**src/include/elb_pkg.sv**
```systemverilog
// Constants and types for the encoder loss bit evaluator
// Operation
// - Select 224..255: top 256-n bits grouped
// - Select 208..223: top 224-n low-half bits
// - Group, polarity 0: loss when all zero
// - Group, polarity 1: loss when any one
// - Negative select stored as 256 minus value
// - Full-scale samples keep magnitude top bits clear
// - Source pointer zero disables loss evaluation
// - Counter up on loss, down to zero
// - Error once counter exceeds trip limit
package elb_pkg;

  // ****************************************
  // Bus map (byte addresses)
  // ****************************************
  localparam logic [7:0] ADDR_SRC_PTR   = 8'h00;
  localparam logic [7:0] ADDR_BIT_SEL   = 8'h04;
  localparam logic [7:0] ADDR_POLARITY  = 8'h08;
  localparam logic [7:0] ADDR_TRIP_LIM  = 8'h0C;
  localparam logic [7:0] ADDR_STATUS    = 8'h10;
  localparam logic [7:0] ADDR_MAGNITUDE = 8'h14;
  localparam logic [7:0] ADDR_CONTROL   = 8'h18;

  // ****************************************
  // Field positions
  // ****************************************
  localparam int STAT_ERR_BIT   = 0;
  localparam int STAT_LAST_BIT  = 1;
  localparam int STAT_CNT_LSB   = 16;
  localparam int CTRL_CLEAR_BIT = 0;

  // ****************************************
  // Reset values
  // ****************************************
  localparam logic [15:0] RST_SRC_PTR  = 16'h0000;
  localparam logic [7:0]  RST_BIT_SEL  = 8'h00;
  localparam logic        RST_POLARITY = 1'b0;
  localparam logic [15:0] RST_TRIP_LIM = 16'h0000;

  // ****************************************
  // Selection ranges
  // ****************************************
  localparam logic [8:0]  SEL_WORD_BASE = 9'h0E0;
  localparam logic [8:0]  SEL_HALF_BASE = 9'h0D0;
  localparam logic [8:0]  SEL_SINGLE_LIM = 9'h020;
  localparam logic [15:0] PTR_DISABLED  = 16'h0000;
  localparam logic [15:0] PTR_INTERNAL  = 16'hFFFF;

  // ****************************************
  // Magnitude
  // ****************************************
  localparam logic [31:0] MAG_FULL_SCALE = 32'h4000_0000;

  typedef enum {
    ELB_IDLE,
    ELB_FETCH
  } elb_state_t;

endpackage : elb_pkg

```
**src/core/elb_loss_eval.sv**
```systemverilog
// Combinational loss test of one source word
`timescale 1ns/1ns
`default_nettype none
module elb_loss_eval (
  // Selection
  input  wire logic [7:0]  bit_select_i,
  input  wire logic        polarity_i,
  // Source word
  input  wire logic [31:0] word_i,
  // Result
  output logic             loss_o
);

  logic [31:0] group_mask;
  logic [8:0]  sel_ext;
  logic        single_mode;
  logic        group_mode;

  assign sel_ext     = {1'b0, bit_select_i};
  assign single_mode = sel_ext < elb_pkg::SEL_SINGLE_LIM;
  assign group_mode  = sel_ext >= elb_pkg::SEL_HALF_BASE;

  // ****************************************
  // Group mask per bit
  // ****************************************
  genvar gi;
  generate
    for (gi = 0; gi < 32; gi = gi + 1) begin : g_mask
      localparam logic [8:0] IDX = 9'(gi);
      always_comb begin
        if (sel_ext >= elb_pkg::SEL_WORD_BASE) begin
          group_mask[gi] = IDX >= (sel_ext - elb_pkg::SEL_WORD_BASE);
        end else if (sel_ext >= elb_pkg::SEL_HALF_BASE) begin
          group_mask[gi] = (gi < 16) && (IDX >= (sel_ext - elb_pkg::SEL_HALF_BASE));
        end else begin
          group_mask[gi] = 1'b0;
        end
      end
    end
  endgenerate

  always_comb begin
    if (single_mode) begin
      loss_o = word_i[bit_select_i[4:0]] == polarity_i;
    end else if (group_mode && !polarity_i) begin
      loss_o = (word_i & group_mask) == 32'h0000_0000;
    end else if (group_mode) begin
      loss_o = (word_i & group_mask) != 32'h0000_0000;
    end else begin
      loss_o = 1'b0;
    end
  end

endmodule : elb_loss_eval
`default_nettype wire

```
**src/core/elb_evaluator.sv**
```systemverilog
// Per-motor encoder loss evaluator with Avalon-MM registers
//
// Chosen here: register access over Avalon-MM and the register addresses.
`timescale 1ns/1ns
`default_nettype none
module elb_evaluator #(
  parameter int CNT_W = 16
) (
  // Clock and reset
  input  wire logic        core_clk_i,
  input  wire logic        arst_n_i,
  // Avalon-MM slave
  input  wire logic [7:0]  avs_address_i,
  input  wire logic        avs_read_i,
  input  wire logic        avs_write_i,
  input  wire logic [31:0] avs_writedata_i,
  input  wire logic [3:0]  avs_byteenable_i,
  output logic [31:0]      avs_readdata_o,
  output logic             avs_waitrequest_o,
  // Scan tick
  input  wire logic        scan_tick_i,
  // Feedback interface read port
  output logic             src_read_o,
  output logic [15:0]      src_addr_o,
  input  wire logic [31:0] src_data_i,
  input  wire logic        src_valid_i,
  // Converted sine and cosine samples
  input  wire logic [15:0] sin_sample_i,
  input  wire logic [15:0] cos_sample_i,
  input  wire logic        sample_valid_i,
  // Fault side
  output logic             scan_done_o,
  output logic             scan_loss_o,
  output logic             loss_error_o
);

  typedef struct packed {
    elb_pkg::elb_state_t state;
    logic                bus_done;
    logic [31:0]         rdata;
    logic [15:0]         src_ptr;
    logic [7:0]          bit_sel;
    logic                polarity;
    logic [15:0]         trip_lim;
    logic [CNT_W-1:0]    count;
    logic                error;
    logic                last_loss;
    logic                fetch;
    logic [15:0]         fetch_addr;
    logic [31:0]         magnitude;
    logic                done_pulse;
    logic                loss_pulse;
  } elb_regs_t;

  elb_regs_t r;
  elb_regs_t next_r;

  logic        bus_req;
  logic        wr_go;
  logic [31:0] status_word;
  logic [31:0] eval_word;
  logic        eval_loss;
  logic        result_ready;
  logic [31:0] sin_sq;
  logic [31:0] cos_sq;
  logic [32:0] mag_sum;
  logic [CNT_W-1:0] cnt_max;

  // ****************************************
  // Evaluator instance
  // ****************************************
  elb_loss_eval u_eval (
    .bit_select_i (r.bit_sel),
    .polarity_i   (r.polarity),
    .word_i       (eval_word),
    .loss_o       (eval_loss)
  );

  // ****************************************
  // Magnitude from samples
  // ****************************************
  assign sin_sq  = 32'($signed(sin_sample_i) * $signed(sin_sample_i));
  assign cos_sq  = 32'($signed(cos_sample_i) * $signed(cos_sample_i));
  assign mag_sum = {1'b0, sin_sq} + {1'b0, cos_sq};

  assign bus_req     = avs_read_i | avs_write_i;
  assign wr_go       = avs_write_i & r.bus_done;
  assign cnt_max     = '1;
  assign eval_word   = (r.src_ptr == elb_pkg::PTR_INTERNAL) ? r.magnitude : src_data_i;
  // Counter in upper half, flags at bottom
  // Wider counters show only their low 16 bits
  assign status_word = {16'(r.count), 14'h0000, r.last_loss, r.error};

  assign result_ready = (r.state == elb_pkg::ELB_FETCH) &&
                        ((r.src_ptr == elb_pkg::PTR_INTERNAL) || src_valid_i);

  // ****************************************
  // Next state
  // ****************************************
  always_comb begin
    next_r            = r;
    next_r.done_pulse = 1'b0;
    next_r.loss_pulse = 1'b0;

    // Bus slave, one wait state per access
    next_r.bus_done = bus_req & ~r.bus_done;
    if (bus_req && !r.bus_done) begin
      case (avs_address_i)
        elb_pkg::ADDR_SRC_PTR:   next_r.rdata = {16'h0000, r.src_ptr};
        elb_pkg::ADDR_BIT_SEL:   next_r.rdata = {24'h000000, r.bit_sel};
        elb_pkg::ADDR_POLARITY:  next_r.rdata = {31'h00000000, r.polarity};
        elb_pkg::ADDR_TRIP_LIM:  next_r.rdata = {16'h0000, r.trip_lim};
        elb_pkg::ADDR_STATUS:    next_r.rdata = status_word;
        elb_pkg::ADDR_MAGNITUDE: next_r.rdata = r.magnitude;
        default:                 next_r.rdata = 32'h0000_0000;
      endcase
    end

    if (sample_valid_i) begin
      // full-scale magnitude keeps top two bits clear
      // Clamp one below full scale
      // A full-range pair would otherwise set bit 31
      if (mag_sum >= {1'b0, elb_pkg::MAG_FULL_SCALE}) begin
        next_r.magnitude = elb_pkg::MAG_FULL_SCALE - 32'h0000_0001;
      end else begin
        next_r.magnitude = mag_sum[31:0];
      end
    end

    // ****************************************
    // Scan sequencing
    // ****************************************
    case (r.state)
      elb_pkg::ELB_IDLE: begin
        if (scan_tick_i && r.src_ptr != elb_pkg::PTR_DISABLED) begin
          next_r.state      = elb_pkg::ELB_FETCH;
          next_r.fetch      = r.src_ptr != elb_pkg::PTR_INTERNAL;
          next_r.fetch_addr = r.src_ptr;
        end
      end
      elb_pkg::ELB_FETCH: begin
        if (result_ready) begin
          next_r.state      = elb_pkg::ELB_IDLE;
          next_r.fetch      = 1'b0;
          next_r.done_pulse = 1'b1;
          next_r.loss_pulse = eval_loss;
          next_r.last_loss  = eval_loss;
          // count up on loss, down to zero otherwise
          if (eval_loss) begin
            if (r.count != cnt_max) begin
              next_r.count = r.count + CNT_W'(1);
            end
          end else if (r.count != '0) begin
            next_r.count = r.count - CNT_W'(1);
          end
        end
      end
      default: begin
        next_r.state = elb_pkg::ELB_IDLE;
        next_r.fetch = 1'b0;
      end
    endcase

    // ****************************************
    // Register writes
    // ****************************************
    if (wr_go && avs_byteenable_i != 4'h0) begin
      case (avs_address_i)
        elb_pkg::ADDR_SRC_PTR: begin
          next_r.src_ptr = avs_writedata_i[15:0];
        end
        elb_pkg::ADDR_BIT_SEL: begin
          // negative value wraps to 256 minus magnitude
          next_r.bit_sel = avs_writedata_i[7:0];
        end
        elb_pkg::ADDR_POLARITY: begin
          next_r.polarity = avs_writedata_i[0];
        end
        elb_pkg::ADDR_TRIP_LIM: begin
          next_r.trip_lim = avs_writedata_i[15:0];
        end
        elb_pkg::ADDR_CONTROL: begin
          if (avs_writedata_i[elb_pkg::CTRL_CLEAR_BIT]) begin
            next_r.error = 1'b0;
            if (!result_ready) begin
              next_r.count = '0;
            end
          end
        end
        default: begin
        end
      endcase
    end

    // trip once count exceeds limit, set beats clear
    if ({{(32 - CNT_W){1'b0}}, next_r.count} > {16'h0000, r.trip_lim}) begin
      next_r.error = 1'b1;
    end
  end

  // ****************************************
  // State register
  // ****************************************
  always_ff @(posedge core_clk_i or negedge arst_n_i) begin
    if (!arst_n_i) begin
      r            <= '0;
      r.state      <= elb_pkg::ELB_IDLE;
      r.src_ptr    <= elb_pkg::RST_SRC_PTR;
      r.bit_sel    <= elb_pkg::RST_BIT_SEL;
      r.polarity   <= elb_pkg::RST_POLARITY;
      r.trip_lim   <= elb_pkg::RST_TRIP_LIM;
    end else begin
      r <= next_r;
    end
  end

  // ****************************************
  // Outputs
  // ****************************************
  assign avs_readdata_o    = r.rdata;
  assign avs_waitrequest_o = bus_req & ~r.bus_done;
  assign src_read_o        = r.fetch;
  assign src_addr_o        = r.fetch_addr;
  assign scan_done_o       = r.done_pulse;
  assign scan_loss_o       = r.loss_pulse;
  assign loss_error_o      = r.error;

endmodule : elb_evaluator
`default_nettype wire

```
**config.mk**
```make
export PLATFORM = sky130hd
export DESIGN_NAME = elb_evaluator
export DESIGN_NICKNAME = d
export VERILOG_FILES = /design/src/include/elb_pkg.sv /design/src/core/elb_loss_eval.sv /design/src/core/elb_evaluator.sv
export SDC_FILE = /design/constraint.sdc
export NUM_CORES = 2
export LEC_CHECK = 0
export BUFFER_PORTS_ARGS = -buffer_cell sky130_fd_sc_hd__buf_4
export CAP_MARGIN = 20
export CORE_UTILIZATION = 61
export DETAILED_ROUTE_END_ITERATION = 12
export PLACE_DENSITY_LB_ADDON = 0.15
export SKIP_CTS_REPAIR_TIMING = 1
export SYNTH_ARGS = -nofsm -noshare
export SYNTH_HDL_FRONTEND = slang
export SYNTH_SLANG_ARGS = --single-unit
```
**constraint.sdc**
```tcl
create_clock -name core_clk_i -period 8.37 [get_ports core_clk_i]
set_input_delay 0.4185 -clock core_clk_i [delete_from_list [all_inputs] [get_ports core_clk_i]]
set_output_delay 0.4185 -clock core_clk_i [all_outputs]
set_load 0.005 [all_outputs]
```
==> results.json <==
{
  "hold_viol_final": 6,
  "required_ps": 8690,
  "wire_per_inst_um": 19.13,
  "fp.coreArea_sq_um": 45670,
  "yosys.area_share.simple_pct": 12.56,
  "syn_area_per_cell_sq_um": 9.044,
  "synth_fp_nets": 3964,
  "netlist_area_sq_um": 28390,
  "setup_viol": 0,
  "critPathKind": "in2reg",
  "max_stage_delay_ps": 520,
  "clk_pin_slew_ps": 60,
  "layout-drive-gt1-share_pct": 11.87,
  "tightestPinTransition_ps": 1056,
  "cts_buffer_depth": 2,
  "fmax_mhz": 124.9,
  "period_share_pct": 95.63,
  "fin_worst_skew_ps": 10.75,
  "synth-edff-count": 0,
  "nNetsFinal": 4080,
  "ys.flop_type": "dfrtp_1",
  "dp_hpwl_um": 62310,
  "outcome": "finished, violations left",
  "path_common_cell": "fa_1",
  "critPathCaptureType": "register",
  "start_util_pct": 62.15,
  "period_needed_ps": 8004,
  "cts_sinks": 144,
  "start_kind": "input port",
  "worstHoldPathType": "in2async",
  "cts_root_buffer": "clkbuf_16",
  "rsz0062_at_grt": "no",
  "hold_slack_ps": -3.773,
  "synth_cell_types": 81,
  "cp_max_fo": 29,
  "chipWidth_um": 217.7,
  "grt_pass1_vias": 23880,
  "critical_path.slowest_cell": "fa_1",
  "synth_cells": 3139,
  "placement.io_buffers": 151,
  "grt_pass1_wl_um": 121300,
  "finish.utilization_pct": 68.00,
  "antenna_found_initial": 0,
  "clock_latency_ps": 440,
  "synth_compound_area_share_pct": 10.75,
  "num_rows": 78,
  "drt-total-wl_um": 73980,
  "gp_congestion": 0.9507,
  "drv_cap": 0,
  "grt_usage_pct": 32.69,
  "path_buf_inv": 9,
  "relSlewSlack_pct": 29.60,
  "cts_tree": "yes",
  "h-tree-depth": 4,
  "drv_slew": 0,
  "synthAdderAreaFrac_pct": 43.96,
  "cts_buffers": 17,
  "area_delta_synth_final_pct": 9.405,
  "ys_seq_elements": 144,
  "grt_remaining_overflow": 0,
  "fillCellCount": 3624,
  "synth_top_family_by_area": "adder cells",
  "cp.arrival_ps": 8330,
  "io_pins": 168,
  "layout_common_cells": "723 x inv_1, 479 x fa_1, 248 x buf_4",
  "yosysWarnings": 0,
  "ant_nets": 0,
  "via_per_inst": 5.815,
  "final_common_cell": "inv_1",
  "violations": "negative hold slack",
  "n_antenna_cell": 0,
  "drc_errors": 0,
  "drt-pass1-iter-count": 12,
  "ys_seq_area_share_pct": 12.69,
  "yosys.area_share.xor_xnor_pct": 3.209,
  "grt_max_degree": 78,
  "vias": 22492,
  "ys_async_sr_fraction_pct": 100.0,
  "crit_family": "adder cells",
  "synthMuxAreaShare_pct": 4.407,
  "drtIter0Drc": 2200,
  "die_area_sq_um": 47400,
  "die_h_um": 217.7
}
[cell usage after synthesis (7+ instances only)]
| master | instances | area, sq um |
|---|---|---|
| o21ai_0 | 97 | 485.5 |
| nand2_1 | 245 | 919.6 |
| o21a_1 | 12 | 90.09 |
| nand3b_1 | 7 | 52.55 |
| xor2_1 | 18 | 157.7 |
| or3_1 | 13 | 81.33 |
| dfrtp_1 | 144 | 3603 |
| a31oi_1 | 12 | 75.07 |
| a22o_1 | 13 | 113.9 |
| ha_1 | 231 | 2890 |
| inv_1 | 723 | 2714 |
| and3_1 | 17 | 106.4 |
| a21o_1 | 31 | 232.7 |
| a222oi_1 | 9 | 90.09 |
| nor4_1 | 11 | 68.82 |
| a22oi_1 | 22 | 165.2 |
| a211o_1 | 7 | 61.31 |
| clkbuf_1 | 96 | 360.4 |
| xnor2_1 | 86 | 753.2 |
| nand4_1 | 27 | 168.9 |
| fa_1 | 479 | 9589 |
| buf_4 | 50 | 375.4 |
| mux2i_1 | 35 | 350.3 |
| and2_1 | 83 | 519.3 |
| a211oi_1 | 13 | 97.59 |
| a21oi_1 | 101 | 505.5 |
| nor3_1 | 40 | 200.2 |
| nand2b_1 | 30 | 187.7 |
| o22a_1 | 30 | 262.8 |
| mux2_2 | 64 | 720.7 |
| o211ai_1 | 13 | 97.59 |
| mux4_2 | 8 | 180.2 |
| a221oi_1 | 9 | 78.83 |
| nor2_1 | 165 | 619.3 |
| nor2b_1 | 22 | 137.6 |
| o21bai_1 | 11 | 82.58 |
| nand3_1 | 47 | 235.2 |
[path summary, 6_finish.rpt]
check	from	endpoint	slack, ps	depth (start not counted)
setup / recovery	cos_sample_i[8]	r[29]$_DFFE_PN0P_	370	35
hold / removal	arst_n_i	r[67]$_DFF_PN0_	-4	1
setup reg to reg	r[92]$_DFFE_PN0P_	loss_error_o$_DFFE_PN0P_	1570	27
hold reg to reg	avs_readdata_o[26]$_DFFE_PN0P_	avs_readdata_o[26]$_DFFE_PN0P_	490	2
max in group asynchronous	arst_n_i	avs_readdata_o[4]$_DFFE_PN0P_	6990	2
min in group core_clk_i	avs_writedata_i[5]	r[91]$_DFFE_PN0P_	230	2
[layer usage]
layer  GRT usage, %  wire (um)
met2          59.33      38130
met1          39.59      28040
met5              0          0
met3          3.431       4687
met4          13.15       3117
[logic make-up after synthesis]
group / count (synthesis)
compound gates: 450
xor+xnor: 104
buf+inv: 883
simple gates: 741
fa+ha+maj: 710
mux: 107
flops: 144
[per-stage QoR]
step | instance area, sq um | TNS (ps) | hold WS (ps) | instances | setup slack [ps]
4_1_cts | 30970 | 0 | 31.35 | 3866 | 346.9
2_1_floorplan | 28410 | 0 | 122.9 | 3139 | 1.564
3_3_place_gp | 30310 | 0 | 465.8 | 3834 | 35.17
3_5_place_dp | 30310 | -1828 | 473.0 | 3834 | -72.91
5_1_grt | 31060 | 0 | 69.44 | 3868 | 10.98
6_report | 31060 | 0 | -3.773 | 3868 | 366.1
[layout make-up]
class	instances	area [sq um]	area share, %
multi-input combinational	2112	21350	68.74
sequential	144	3603	11.60
inverter	727	2729	8.786
timing repair buffer	253	1961	6.313
tap	600	750.7	2.417
clock buffer	19	432.9	1.394
clock inverter	13	232.7	0.7493
[state kept, by name (all words and copies together) (netlist names)]
name            flops
scan_done_o         1
avs_readdata_o     32
loss_error_o        1
src_addr_o         16
src_read_o          1
r                  92
scan_loss_o         1
Power is left out: the tool's default activity adds up to more than one toggle a clock period on the data nets, which glitch-free logic cannot reach.
